File: src/include/ctmr_defs.svh
// Contract
// - Count clock comes from prescaler output or event pin
// - Two 8-bit counters, split or cascaded
// - Two identical channels, own pins, registers
// - Low pin: low timer, or 16-bit pair
// - Low enable overrides direction: interval/PWM/PWC
// - High enable overrides direction: interval/fixed-PWM/PWC
// - One event pin feeds both timers
// - Interval/PWM: event input is count clock
// - PWC/capture: event is signal, never clock
// - High timer measures its own event input
// - 16-bit operation ignores high event input
// - Variable PWM keeps high event input usable
// - Low timer has internal signal input
// - Mode bit selects 8-bit or 16-bit
// - Variable PWM forces separate 8-bit counters
// - Channel 1 internal input tied low
`ifndef CTMR_DEFS_SVH
`define CTMR_DEFS_SVH

// Register index inside one channel window
`define CTMR_OFS_CTRLA_LO  3'h0
`define CTMR_OFS_CTRLA_HI  3'h1
`define CTMR_OFS_CTRLB_LO  3'h2
`define CTMR_OFS_CTRLB_HI  3'h3
`define CTMR_OFS_DATA_LO   3'h4
`define CTMR_OFS_DATA_HI   3'h5
`define CTMR_OFS_MODECTL   3'h6
`define CTMR_ADDR_W        4

// Control A fields
`define CTMR_A_IFE         7
`define CTMR_A_CLK_HI      6
`define CTMR_A_CLK_LO      4
`define CTMR_A_MODE_HI     3
`define CTMR_A_MODE_LO     0
// Control B fields
`define CTMR_B_START       7
`define CTMR_B_HOLD        6
`define CTMR_B_IE          5
`define CTMR_B_IF          2
`define CTMR_B_SETOUT      1
`define CTMR_B_OE          0
`define CTMR_B_STORE_MASK  8'he3
// Mode control fields
`define CTMR_M_TOUT1       7
`define CTMR_M_TOUT0       6
`define CTMR_M_INTSEL      5
`define CTMR_M_CASCADE     4
`define CTMR_M_STORE_MASK  8'h3f

// Function codes of the mode field
`define CTMR_FN_ONESHOT    4'h0
`define CTMR_FN_CONT       4'h1
`define CTMR_FN_PWMFIX     4'h3
`define CTMR_FN_PWMVAR     4'h4
`define CTMR_FN_PWC_H      4'h5
`define CTMR_FN_PWC_L      4'h6
`define CTMR_FN_PWC_RR     4'h7
`define CTMR_FN_PWC_FF     4'h8
`define CTMR_FN_PWC_HC     4'h9
`define CTMR_FN_CAP_FIRST  4'ha
`define CTMR_FN_CAP_CLR    4'hd

// Clock select code for the event pin, prescaler width
`define CTMR_CLK_EXT       3'h7
`define CTMR_CLK_INT0      3'h0
`define CTMR_PRESC_W       7
`define CTMR_RST_BYTE      8'h00

`endif

File: src/include/ctmr_pkg.sv
package ctmr_pkg;

   // Port logic side of one channel's pins
   typedef struct packed {
      logic [1:0] portDirectionBits; // Bit 1 high pin, bit 0 low pin; 1 = output
      logic [1:0] portDataBits;      // Port output level when the timer does not drive
   } ctmr_port_t;

   // Pin drive of one channel
   typedef struct packed {
      logic lowTimerOutputPin;       // Level on the low output pin
      logic lowTimerOutputEn_n;      // Low while the pin is driven
      logic highTimerOutputPin;      // Level on the high output pin
      logic highTimerOutputEn_n;     // Low while the pin is driven
   } ctmr_pins_t;

   // Timer function classes, one-hot
   typedef enum logic [4:0] {
      CTMR_INTERVAL = 5'h01,
      CTMR_PWMFIX   = 5'h02,
      CTMR_PWMVAR   = 5'h04,
      CTMR_PWC      = 5'h08,
      CTMR_CAPTURE  = 5'h10
   } ctmr_func_t;

endpackage

File: src/ctmr_counter8.sv
`timescale 1ns/1ps
// One counter stage; cascading two stages gives the wide counter
module ctmr_counter8 #(
   parameter int WIDTH = 8
) (
   input  wire logic             clk_sys,
   input  wire logic             rstn,
   input  wire logic             clear,
   input  wire logic             step,
   output logic      [WIDTH-1:0] count,
   output logic                  wrap
);

   // Rollover pulse, used as carry into the next stage
   assign wrap = step & (&count);

   // Clear wins over a step
   always_ff @(posedge clk_sys) begin
      if (!rstn) begin
         count <= '0;
      end else if (clear) begin
         count <= '0;
      end else if (step) begin
         count <= count + WIDTH'(1);
      end
   end

endmodule

File: src/ctmr_top.sv
// Local design decisions: the strobed register port and the address map.
`timescale 1ns/1ps
`include "ctmr_defs.svh"
// Two channel composite timer with pin routing
module ctmr_top #(
   parameter int CHANNELS = 2
) (
   input  wire logic                                clk_sys,
   input  wire logic                                rstn,
   input  wire logic [`CTMR_ADDR_W-1:0]             regAddr,
   input  wire logic [7:0]                          regWdata,
   input  wire logic                                regWr,
   input  wire logic                                regRd,
   output logic      [7:0]                          regRdata,
   input  wire logic [CHANNELS-1:0]                 channelEventInputPin,
   input  wire logic                                internalSignalInput,
   input  wire ctmr_pkg::ctmr_port_t [CHANNELS-1:0] portCtl,
   output ctmr_pkg::ctmr_pins_t [CHANNELS-1:0]      pinOut
);

   localparam int NT = CHANNELS * 2;           // Timers in the block

   // Values shared between timer slices
   logic [7:0]          ctlAW   [NT];          // Control A per timer
   logic [7:0]          ctlBRdW [NT];          // Control B readback
   logic [7:0]          dataW   [NT];          // Written data per timer
   logic [7:0]          dataRdW [NT];          // Data readback
   logic [7:0]          cntW    [NT];          // Counter values
   logic [NT-1:0]       runW;                  // Start bits
   logic [NT-1:0]       wrapW;                 // Counter rollover pulses
   logic [NT-1:0]       clrW;                  // Counter clears
   logic [NT-1:0]       capEvW;                // Capture strobes
   logic [NT-1:0]       toutW;                 // Timer output levels
   logic [NT-1:0]       driveW;                // Timer owns its pin
   logic [7:0]          modeCtlW [CHANNELS];   // Mode control per channel
   logic [CHANNELS-1:0] cascW;                 // Channel runs 16-bit
   logic [CHANNELS-1:0] evSync;                // Synchronised event pins
   logic [CHANNELS-1:0] intSig;                // Internal signal per channel
   logic [`CTMR_PRESC_W-1:0] presc_r;          // Free-running prescaler
   logic [7:0]          rdata_r;               // Registered read data
   logic [7:0]          rdata_nxt;             // Read data next value

   // Only channel 0 sees the chip-level signal; the others read zero
   always_comb begin
      intSig    = '0;
      intSig[0] = internalSignalInput;
   end

   // Prescaler divides the system clock for the count clock choices
   always_ff @(posedge clk_sys) begin
      if (!rstn) begin
         presc_r <= '0;
      end else begin
         presc_r <= presc_r + `CTMR_PRESC_W'(1);
      end
   end

   // Tick of the prescaler tap 1/2^sel, one cycle every 2^sel cycles
   function automatic logic prescTick(input logic [2:0] sel, input logic [`CTMR_PRESC_W-1:0] p);
      logic [`CTMR_PRESC_W:0] mask;
      mask = (`CTMR_PRESC_W'(1) << sel) - (`CTMR_PRESC_W+1)'(1);
      prescTick = &(p | ~mask[`CTMR_PRESC_W-1:0]);
   endfunction

   // Per channel: event pin synchroniser, mode control, pin drive
   for (genvar c = 0; c < CHANNELS; c++) begin : gCh
      localparam int LO = c * 2;               // Low timer index
      localparam int HI = c * 2 + 1;           // High timer index
      logic                   evMeta_r;        // First synchroniser stage
      logic                   evSync_r;        // Second synchroniser stage
      logic [7:0]             modeCtl_r;       // Writable mode control bits
      ctmr_pkg::ctmr_pins_t   pins_r;          // Registered pin drive
      ctmr_pkg::ctmr_pins_t   pins_nxt;        // Pin drive next value
      logic                   wrMode;          // Write to mode control

      // Two-stage synchroniser on the external event pin
      always_ff @(posedge clk_sys) begin
         if (!rstn) begin
            evMeta_r <= 1'b0;
            evSync_r <= 1'b0;
         end else begin
            evMeta_r <= channelEventInputPin[c];
            evSync_r <= evMeta_r;
         end
      end
      assign evSync[c] = evSync_r;

      // Mode control write; output status bits are read-only
      assign wrMode = regWr && (regAddr[3] == 1'(c)) && (regAddr[2:0] == `CTMR_OFS_MODECTL);
      always_ff @(posedge clk_sys) begin
         if (!rstn) begin
            modeCtl_r <= `CTMR_RST_BYTE;
         end else if (wrMode) begin
            modeCtl_r <= regWdata & `CTMR_M_STORE_MASK;
         end
      end
      assign modeCtlW[c] = modeCtl_r | {toutW[HI], toutW[LO], 6'h00};

      // Cascade only when selected and the pair is not in variable PWM
      assign cascW[c] = modeCtl_r[`CTMR_M_CASCADE] &&
                        (ctlAW[LO][3:0] != `CTMR_FN_PWMVAR);

      // Timer drive overrides the port direction; else port logic drives
      always_comb begin
         pins_nxt = '0;
         pins_nxt.lowTimerOutputPin   = driveW[LO] ? toutW[LO] : portCtl[c].portDataBits[0];
         pins_nxt.lowTimerOutputEn_n  = ~(driveW[LO] | portCtl[c].portDirectionBits[0]);
         pins_nxt.highTimerOutputPin  = driveW[HI] ? toutW[HI] : portCtl[c].portDataBits[1];
         pins_nxt.highTimerOutputEn_n = ~(driveW[HI] | portCtl[c].portDirectionBits[1]);
      end

      // Pin drive from flip-flops
      always_ff @(posedge clk_sys) begin
         if (!rstn) begin
            pins_r <= '{default: 1'b0, lowTimerOutputEn_n: 1'b1, highTimerOutputEn_n: 1'b1};
         end else begin
            pins_r <= pins_nxt;
         end
      end
      assign pinOut[c] = pins_r;
   end

   // Per timer: control registers, counter, function logic
   for (genvar k = 0; k < NT; k++) begin : gTmr
      localparam int C  = k / 2;               // Channel of this timer
      localparam int T  = k % 2;               // 0 low timer, 1 high timer
      localparam int LO = C * 2;               // Low timer of this channel
      localparam int PT = k ^ 1;               // Partner timer
      logic [7:0]  ctlA_r;                     // Mode, clock select, IF enable
      logic [7:0]  ctlB_r;                     // Start, enables, flag
      logic [7:0]  data_r;                     // Compare or cycle value
      logic [7:0]  cap_r;                      // Captured count
      logic        out_r;                      // Interval toggle output
      logic        act_r;                      // Pulse measurement in progress
      logic        evPrev_r;                   // Event level one cycle back
      logic        follow;                     // High half of a cascade
      logic        wide;                       // Low half of a cascade
      logic [7:0]  ctl;                        // Control A in effect
      logic [3:0]  mode;                       // Function code in effect
      ctmr_pkg::ctmr_func_t fn;                // Function class
      logic        run, ev, rise, fall;        // Start, event level and edges
      logic        tick, step, clr, match;     // Counter control
      logic        startEv, endEv, capEdge;    // Measurement edges
      logic        capEv, hit, flagSet, wrapEv;
      logic        wrA, wrB, wrD;              // Register write strobes
      logic [15:0] cmpCnt, cmpDat;             // Compare operands
      logic [2:0]  clkNew;                     // Clock select to store
      logic        newMeas;                    // Written mode is PWC or capture

      assign follow = (T == 1) && cascW[C];
      assign wide   = (T == 0) && cascW[C];
      assign ctl    = follow ? ctlAW[LO] : ctlA_r;
      assign mode   = ctl[`CTMR_A_MODE_HI:`CTMR_A_MODE_LO];
      assign run    = follow ? runW[LO] : ctlB_r[`CTMR_B_START];

      // Decode the function class
      always_comb begin
         if (mode < `CTMR_FN_PWMFIX) begin
            fn = ctmr_pkg::CTMR_INTERVAL;
         end else if (mode == `CTMR_FN_PWMFIX) begin
            fn = ctmr_pkg::CTMR_PWMFIX;
         end else if (mode == `CTMR_FN_PWMVAR) begin
            fn = ctmr_pkg::CTMR_PWMVAR;
         end else if (mode < `CTMR_FN_CAP_FIRST) begin
            fn = ctmr_pkg::CTMR_PWC;
         end else begin
            fn = ctmr_pkg::CTMR_CAPTURE;
         end
      end

      // Event source: both timers share the pin; low may take the internal signal
      if (T == 0) begin : gEvLo
         assign ev = modeCtlW[C][`CTMR_M_INTSEL] ? intSig[C] : evSync[C];
      end else begin : gEvHi
         assign ev = cascW[C] ? 1'b0 : evSync[C];
      end
      assign rise = ev & ~evPrev_r;
      assign fall = ~ev & evPrev_r;

      // Edge detector history
      always_ff @(posedge clk_sys) begin
         if (!rstn) begin
            evPrev_r <= 1'b0;
         end else begin
            evPrev_r <= ev;
         end
      end

      // Count clock: carry in cascade, event edge, or a prescaler tap
      always_comb begin
         if (follow) begin
            tick = wrapW[LO];
         end else if (ctl[`CTMR_A_CLK_HI:`CTMR_A_CLK_LO] == `CTMR_CLK_EXT) begin
            tick = rise && (fn != ctmr_pkg::CTMR_PWC) && (fn != ctmr_pkg::CTMR_CAPTURE);
         end else begin
            tick = prescTick(ctl[`CTMR_A_CLK_HI:`CTMR_A_CLK_LO], presc_r);
         end
      end
      assign step = run && tick && ((fn != ctmr_pkg::CTMR_PWC) || act_r);

      // Measurement edges per function code
      always_comb begin
         startEv = 1'b0;
         endEv   = 1'b0;
         case (mode)
            `CTMR_FN_PWC_H, `CTMR_FN_PWC_HC: begin
               startEv = rise;
               endEv   = fall;
            end
            `CTMR_FN_PWC_L: begin
               startEv = fall;
               endEv   = rise;
            end
            `CTMR_FN_PWC_RR: begin
               startEv = rise;
               endEv   = rise;
            end
            `CTMR_FN_PWC_FF: begin
               startEv = fall;
               endEv   = fall;
            end
            default: begin
               startEv = 1'b0;
               endEv   = 1'b0;
            end
         endcase
      end
      assign capEdge = ((mode == 4'ha) || (mode == 4'hd)) ? rise :
                       ((mode == 4'hb) || (mode == 4'he)) ? fall : (rise | fall);

      // Event input of each timer is its own measured signal
      assign capEv = !follow && run &&
                     (((fn == ctmr_pkg::CTMR_PWC) && endEv && act_r) ||
                      ((fn == ctmr_pkg::CTMR_CAPTURE) && capEdge));

      // Compare operands, widened in cascade
      assign cmpCnt = wide ? {cntW[LO+1], cntW[k]} : {8'h00, cntW[k]};
      assign cmpDat = wide ? {dataW[LO+1], data_r} : {8'h00, data_r};
      assign match  = (cmpCnt == cmpDat);
      assign hit    = !follow && step && match && (fn == ctmr_pkg::CTMR_INTERVAL);
      assign wrapEv = wide ? wrapW[LO+1] : wrapW[k];

      // Counter clear: stopped, interval reload, PWM cycle end, measurement start
      assign clr = follow ? clrW[LO] :
                   (!run ||
                    (hit && (mode == `CTMR_FN_CONT)) ||
                    (step && match && (fn == ctmr_pkg::CTMR_PWMVAR)) ||
                    ((fn == ctmr_pkg::CTMR_PWC) && startEv) ||
                    ((fn == ctmr_pkg::CTMR_CAPTURE) && (mode >= `CTMR_FN_CAP_CLR) && capEdge));

      ctmr_counter8 #(
         .WIDTH (8)
      ) uCnt (
         .clk_sys (clk_sys),
         .rstn    (rstn),
         .clear   (clr),
         .step    (step),
         .count   (cntW[k]),
         .wrap    (wrapW[k])
      );

      // Flag events of this timer
      assign flagSet = hit || capEv ||
                       (!follow && (fn == ctmr_pkg::CTMR_PWMFIX) && wrapEv) ||
                       (!follow && step && match && (fn == ctmr_pkg::CTMR_PWMVAR));

      // Register write strobes of this timer
      assign wrA = regWr && (regAddr[3] == C[0]) && (regAddr[2:0] == (`CTMR_OFS_CTRLA_LO + 3'(T)));
      assign wrB = regWr && (regAddr[3] == C[0]) && (regAddr[2:0] == (`CTMR_OFS_CTRLB_LO + 3'(T)));
      assign wrD = regWr && (regAddr[3] == C[0]) && (regAddr[2:0] == (`CTMR_OFS_DATA_LO + 3'(T)));
      assign newMeas = (regWdata[3:0] >= `CTMR_FN_PWC_H);
      assign clkNew  = (newMeas && (regWdata[6:4] == `CTMR_CLK_EXT)) ? `CTMR_CLK_INT0 : regWdata[6:4];

      // Control A: locked while running; clock select frozen in cascade high half
      always_ff @(posedge clk_sys) begin
         if (!rstn) begin
            ctlA_r <= `CTMR_RST_BYTE;
         end else if (wrA && !ctlB_r[`CTMR_B_START]) begin
            ctlA_r[`CTMR_A_IFE] <= regWdata[`CTMR_A_IFE];
            ctlA_r[`CTMR_A_MODE_HI:`CTMR_A_MODE_LO] <= regWdata[3:0];
            if (!follow) begin
               ctlA_r[`CTMR_A_CLK_HI:`CTMR_A_CLK_LO] <= clkNew;
            end
         end
      end

      // Control B: one-shot end stops; a flag set beats a clear
      always_ff @(posedge clk_sys) begin
         if (!rstn) begin
            ctlB_r <= `CTMR_RST_BYTE;
         end else begin
            if (wrB) begin
               ctlB_r <= (regWdata & `CTMR_B_STORE_MASK) | {5'h00, ctlB_r[`CTMR_B_IF], 2'h0};
               if (!regWdata[`CTMR_B_IF]) begin
                  ctlB_r[`CTMR_B_IF] <= 1'b0;
               end
            end else if (hit && (mode == `CTMR_FN_ONESHOT)) begin
               ctlB_r[`CTMR_B_START] <= 1'b0;
            end
            if (flagSet) begin
               ctlB_r[`CTMR_B_IF] <= 1'b1;
            end
         end
      end

      // Interval output: toggles on match, preset while stopped
      always_ff @(posedge clk_sys) begin
         if (!rstn) begin
            out_r <= 1'b0;
         end else if (wrB && !ctlB_r[`CTMR_B_START]) begin
            out_r <= regWdata[`CTMR_B_SETOUT];
         end else if (hit) begin
            out_r <= ~out_r;
         end
      end

      // Measurement window: opened by start edge, closed by end edge in high or low pulse mode only
      always_ff @(posedge clk_sys) begin
         if (!rstn) begin
            act_r <= 1'b0;
         end else if (!run || (fn != ctmr_pkg::CTMR_PWC)) begin
            act_r <= 1'b0;
         end else if (startEv) begin
            act_r <= 1'b1;
         end else if (capEv && ((mode == `CTMR_FN_PWC_H) || (mode == `CTMR_FN_PWC_L))) begin
            act_r <= 1'b0;
         end
      end

      // Data register and capture register
      always_ff @(posedge clk_sys) begin
         if (!rstn) begin
            data_r <= `CTMR_RST_BYTE;
            cap_r  <= `CTMR_RST_BYTE;
         end else begin
            if (wrD) begin
               data_r <= regWdata;
            end
            if (capEv || (follow && capEvW[LO])) begin
               cap_r <= cntW[k];
            end
         end
      end

      // Output level by function
      always_comb begin
         case (fn)
            ctmr_pkg::CTMR_INTERVAL: toutW[k] = out_r;
            ctmr_pkg::CTMR_PWMFIX:   toutW[k] = (cmpCnt < cmpDat);
            ctmr_pkg::CTMR_PWMVAR:   toutW[k] = (cntW[k] >= dataW[PT]);
            ctmr_pkg::CTMR_PWC:      toutW[k] = act_r;
            default:                 toutW[k] = 1'b0;
         endcase
      end

      // Pin ownership: high pin is released in cascade and variable PWM
      if (T == 0) begin : gDrvLo
         assign driveW[k] = ctlB_r[`CTMR_B_OE] && (fn != ctmr_pkg::CTMR_CAPTURE);
      end else begin : gDrvHi
         assign driveW[k] = ctlB_r[`CTMR_B_OE] && !cascW[C] &&
                            (fn != ctmr_pkg::CTMR_CAPTURE) && (fn != ctmr_pkg::CTMR_PWMVAR);
      end

      assign ctlAW[k]   = ctlA_r;
      assign ctlBRdW[k] = ctlB_r;
      assign dataW[k]   = data_r;
      assign dataRdW[k] = ((fn == ctmr_pkg::CTMR_PWC) || (fn == ctmr_pkg::CTMR_CAPTURE)) ? cap_r : data_r;
      assign runW[k]    = ctlB_r[`CTMR_B_START];
      assign clrW[k]    = clr;
      assign capEvW[k]  = capEv;
   end

   // Read decode; unmapped index reads zero
   always_comb begin
      rdata_nxt = 8'h00;
      case (regAddr[2:0])
         `CTMR_OFS_CTRLA_LO: rdata_nxt = ctlAW[regAddr[3] * 2];
         `CTMR_OFS_CTRLA_HI: rdata_nxt = ctlAW[regAddr[3] * 2 + 1];
         `CTMR_OFS_CTRLB_LO: rdata_nxt = ctlBRdW[regAddr[3] * 2];
         `CTMR_OFS_CTRLB_HI: rdata_nxt = ctlBRdW[regAddr[3] * 2 + 1];
         `CTMR_OFS_DATA_LO:  rdata_nxt = dataRdW[regAddr[3] * 2];
         `CTMR_OFS_DATA_HI:  rdata_nxt = dataRdW[regAddr[3] * 2 + 1];
         `CTMR_OFS_MODECTL:  rdata_nxt = modeCtlW[regAddr[3]];
         default:            rdata_nxt = 8'h00;
      endcase
   end

   // Read data stands in the cycle after the strobe only
   always_ff @(posedge clk_sys) begin
      if (!rstn) begin
         rdata_r <= 8'h00;
      end else if (regRd) begin
         rdata_r <= rdata_nxt;
      end else begin
         rdata_r <= 8'h00;
      end
   end
   assign regRdata = rdata_r;

endmodule

File: config.mk
export PLATFORM = sky130hd
export DESIGN_NAME = ctmr_top
export DESIGN_NICKNAME = d
export VERILOG_FILES = /design/src/include/ctmr_pkg.sv /design/src/ctmr_counter8.sv /design/src/ctmr_top.sv
export VERILOG_INCLUDE_DIRS = /design/src /design/src/include
export SDC_FILE = /design/constraint.sdc
export NUM_CORES = 1
export LEC_CHECK = 0
export BUFFER_PORTS_ARGS = -buffer_cell sky130_fd_sc_hd__buf_2
export CORE_MARGIN = 4
export CORE_UTILIZATION = 50
export CTS_BUF_LIST = sky130_fd_sc_hd__clkbuf_8 sky130_fd_sc_hd__clkbuf_16
export DETAILED_ROUTE_END_ITERATION = 6
export PLACE_DENSITY = 0.71
export SLEW_MARGIN = 20
export SYNTH_ARGS = -nofsm -noshare
export SYNTH_HDL_FRONTEND = slang
export SYNTH_SLANG_ARGS = --single-unit
File: constraint.sdc
create_clock -name clk_sys -period 8.2 [get_ports clk_sys]
set_clock_uncertainty 0.1 [all_clocks]
set_input_delay 0.82 -clock clk_sys [delete_from_list [all_inputs] [get_ports clk_sys]]
set_output_delay 0.82 -clock clk_sys [all_outputs]
set_load 0.02 [all_outputs]
==> impl_metrics.toml <==
[synthesis]
synth_compound_area_frac = 0.174
ys_seq_elements = 203
netlist.area_leader.share = 0.309
synthDistinctLibCells = 87
synth_area_leaders = "dfxtp_1, mux2i_1, ha_1"
synthesis.nets = 1724
synth_xor_area_frac = 0.0226
async_reset_ff_frac = 0
yosys_warnings = 0
synthMuxAreaShare = 0.137
syn_area_per_cell_um2 = 8.21
synthAdderAreaFrac = 0.0904
yosys.area_share.simple = 0.222
synth_top_family_by_area = "simple AND/OR/NAND/NOR gates"
ys_seq_area_frac = 0.309
synth_top_area_cell = "dfxtp_1"
synth_flop_cell = "dfxtp_1"
syn_inst = 1602
syn-cell-area_um2 = 13200
synth_edf_count = 0

[clock_tree]
cts_setup_buffers = 0
cts_sinks = 203
insertion_delay_ns = 0.52
cts.repair.resized = 0
clk_path_buf_depth = 3
cts_tree = "built"
htree_levels = 1
cts_hold_buf = 0
cts-buffers-inserted = 24
clk_pin_slew_worst_paths_ns = 0.06
root_buffer = "clkbuf_16"

[global_routing]
grt_max_degree = 79
grt-ovfl-total = 0
grt_pass1_wl_um = 64400
antenna_found_initial = 1
grt.total_usage = 0.276
grt_pass1_vias = 11600

[final_layout]
fin_nets = 1709
stdcell_area_um2 = 14300
fin_cells = 1939
drive_above_1_share = 0.0979
syn2layout_area_growth_pct = 8.68

[power_and_ir_drop]
seq_power_share = 0.449
powerDensity_nw_per_um2 = 158
p_leak_nw = 5.60
switching_share = 0.245
pwr-share-clk = 0.477
p_switching_mw = 0.554
p_comb_frac = 0.074
peakVddDrop_mv = 0.165
internal-power_mw = 1.71

[critical_path]
r2r_end = "gTmr[1].out_r"
rr_worst_depth = 13
start_kind = "flop"
r2r_start = "gTmr[0].ctl[2]"
cp.required_ns = 8.55
worst_setup_path_end_kind = "flop"
worstPathMaxFanout = 18
critical_path_class = "flop to flop"
rrSetupSlack_ns = 3.51
cp.arrival_ns = 5.04

[floorplan]
die_h_um = 170
dieWidth_um = 170
io_pins = 43
num_rows = 59
die_area_um2 = 29000
core_area_um2 = 26000
start_util = 0.506

[placement]
place_hpwl_um = 29400
place_area_um2 = 13500
numPlacedInstances = 1896
port_buffers = 42
gp_congestion = 0.964

[sta]
worst_pin_slew_ns = 1.11
hold_violations = 0
min_period_ns = 4.69
relSlewSlack = 0.254
fmax_mhz = 213
hold_ws_ns = 0.331
fin_setup_tns_ns = 0
rsz0062_at_grt = "false"
finalSetupViolCount = 0
drv_slew = 0
fin_crit_sh = 0.572

[drt]
drcViolationCount = 0
dr_total_vias = 12200
first_pass_iters = 6
drt_iter0_drc = 1359
drt_wl_total_um = 40600
ant_nets = 0
wl_per_cell_um = 20.9
vias_per_cell = 6.30

[hold_path]
hp-start = "gCh[0].evMeta_r"
hold_path_class = "flop to flop"
holdPathStages = 1
whs_endpoint = "gCh[0].evSync_r"

[status]
status = "complete, no violations"

[job]
max-cap-violations = 0
-- synth_stat cells (13+ instances only) --
| cell | n |
|---|---|
| dfxtp_1 | 203 |
| nor2_1 | 203 |
| nand2_1 | 161 |
| mux2i_1 | 133 |
| a21oi_1 | 103 |
| ha_1 | 95 |
| o21ai_0 | 75 |
| clkbuf_1 | 71 |
| inv_1 | 55 |
| nand3_1 | 54 |
| nand4_1 | 30 |
| and3_1 | 24 |
| nor3_1 | 24 |
| o211ai_1 | 24 |
| mux2_2 | 23 |
| a21o_1 | 21 |
| xor2_1 | 19 |
| and2_1 | 18 |
| nor2b_1 | 18 |
| a211oi_1 | 17 |
| xnor2_1 | 15 |
| nand2b_1 | 14 |
| or3_1 | 13 |
-- layer usage --
metal	track usage	vias up	part of all wire
li1	-	5735	-
met1	0.389	5860	0.44
met2	0.426	509	0.44
met3	0.0613	113	0.085
met4	0.0792	0	0.034
met5	0	-	0
-- layout by cell type, fill, tap and decap left out, types with 5 or more instances in the layout --
master,netlist,layout
a2111oi_0,7,7
a211oi_1,17,17
a21o_1,21,21
a21oi_1,103,103
a221oi_1,7,7
a22oi_1,6,6
a31oi_1,10,10
and2_1,18,18
and3_1,24,24
buf_2,10,42
buf_4,0,10
clkbuf_16,0,25
clkbuf_8,0,5
dfxtp_1,203,203
ha_1,95,95
inv_1,55,61
mux2_2,23,23
mux2i_1,133,133
mux4_2,9,9
nand2_1,161,161
nand2b_1,14,14
nand3_1,54,54
nand4_1,30,30
nand4b_1,6,6
nor2_1,203,203
nor2b_1,18,18
nor3_1,24,23
nor3b_1,6,6
nor4_1,7,7
o2111ai_1,5,5
o211ai_1,24,24
o21a_1,5,5
o21ai_0,75,75
o22ai_1,6,6
or2_2,8,8
or3_1,13,13
xnor2_1,15,15
xor2_1,19,19
-- worst max path at each step --
stage | end | start | slack, ns | cells past startpoint
floorplan | gTmr[1].out_r | gTmr[0].ctl[0] | 4.60 | 15
global placement | gTmr[1].out_r | gTmr[0].ctl[2] | 3.65 | 13
detailed placement | gTmr[1].out_r | gTmr[0].ctl[2] | 3.57 | 13
CTS | gTmr[1].out_r | gTmr[0].ctl[2] | 3.55 | 13
global route | gTmr[1].out_r | gTmr[0].ctl[2] | 3.23 | 13
finish | gTmr[1].out_r | gTmr[0].ctl[2] | 3.51 | 13
-- power groups by stage --
stage	registers (mW)	clock network, mW	logic (mW)
after global placement	1.04	0	0.160
after CTS	1.01	1.10	0.162
after detailed placement	1.04	0	0.161
after global routing	1.02	1.14	0.179
after floorplan	1.03	0	0.110
final	1.01	1.08	0.166
-- flip-flops by register name (all words and copies together), names as in the netlist --
| register | flops |
|---|---|
| presc_r | 7 |
| gTmr.uCnt.count | 32 |
| gTmr.act_r | 4 |
| gCh.modeCtl_r | 12 |
| gTmr.ctlA_r | 16 |
| gTmr.out_r | 4 |
| gCh.evMeta_r | 2 |
| regRdata | 8 |
| gTmr.evPrev_r | 4 |
| gTmr.cap_r | 32 |
| gTmr.ctl | 16 |
| gTmr.ctlB_r | 24 |
| gTmr.data_r | 32 |
| gCh.evSync_r | 2 |
| pinOut | 8 |
-- cells by family (layout without fill, tap and decap cells) --
family          after synthesis  count (layout)
flops                       203             203
other cells                   0               1
buf+inv                     150             151
simple gates                613             613
fa+ha+maj                    95              95
xor+xnor                     34              34
compound gates              341             341
mux                         166             166
-- worst max-delay path, stage by stage, from the launching register on --
cell,delay (ns)
dfxtp_1,0.73
nand2b_1,0.32
o21ai_4,0.50
mux2_2,0.44
nand2b_1,0.17
ha_1,0.24
nor4b_1,0.15
a21oi_1,0.11
o21ai_0,0.09
or3_4,0.36
a311oi_4,0.39
o21ai_2,0.28
or4_1,0.55
a31oi_1,0.17
-- stage by stage --
stage,util,setup WS (ns),total power [mW]
floorplan,-,4.60,1.14
global placement,0.519,3.65,1.20
detailed placement,0.519,3.57,1.20
CTS,0.550,3.55,2.27
global route,0.550,3.23,2.33
finish,0.550,3.51,2.26
-- area by class of cell --
cell class,count,area [um2]
sequential,203,4060
clock buffer,30,694
inverter,57,216
multi-input combinational,1249,8500
antenna,1,2.50
clock inverter,12,105
timing repair buffer,52,285
tap,335,419
fill,2452,11700
Note: power is estimated with default switching activity, not from simulation.
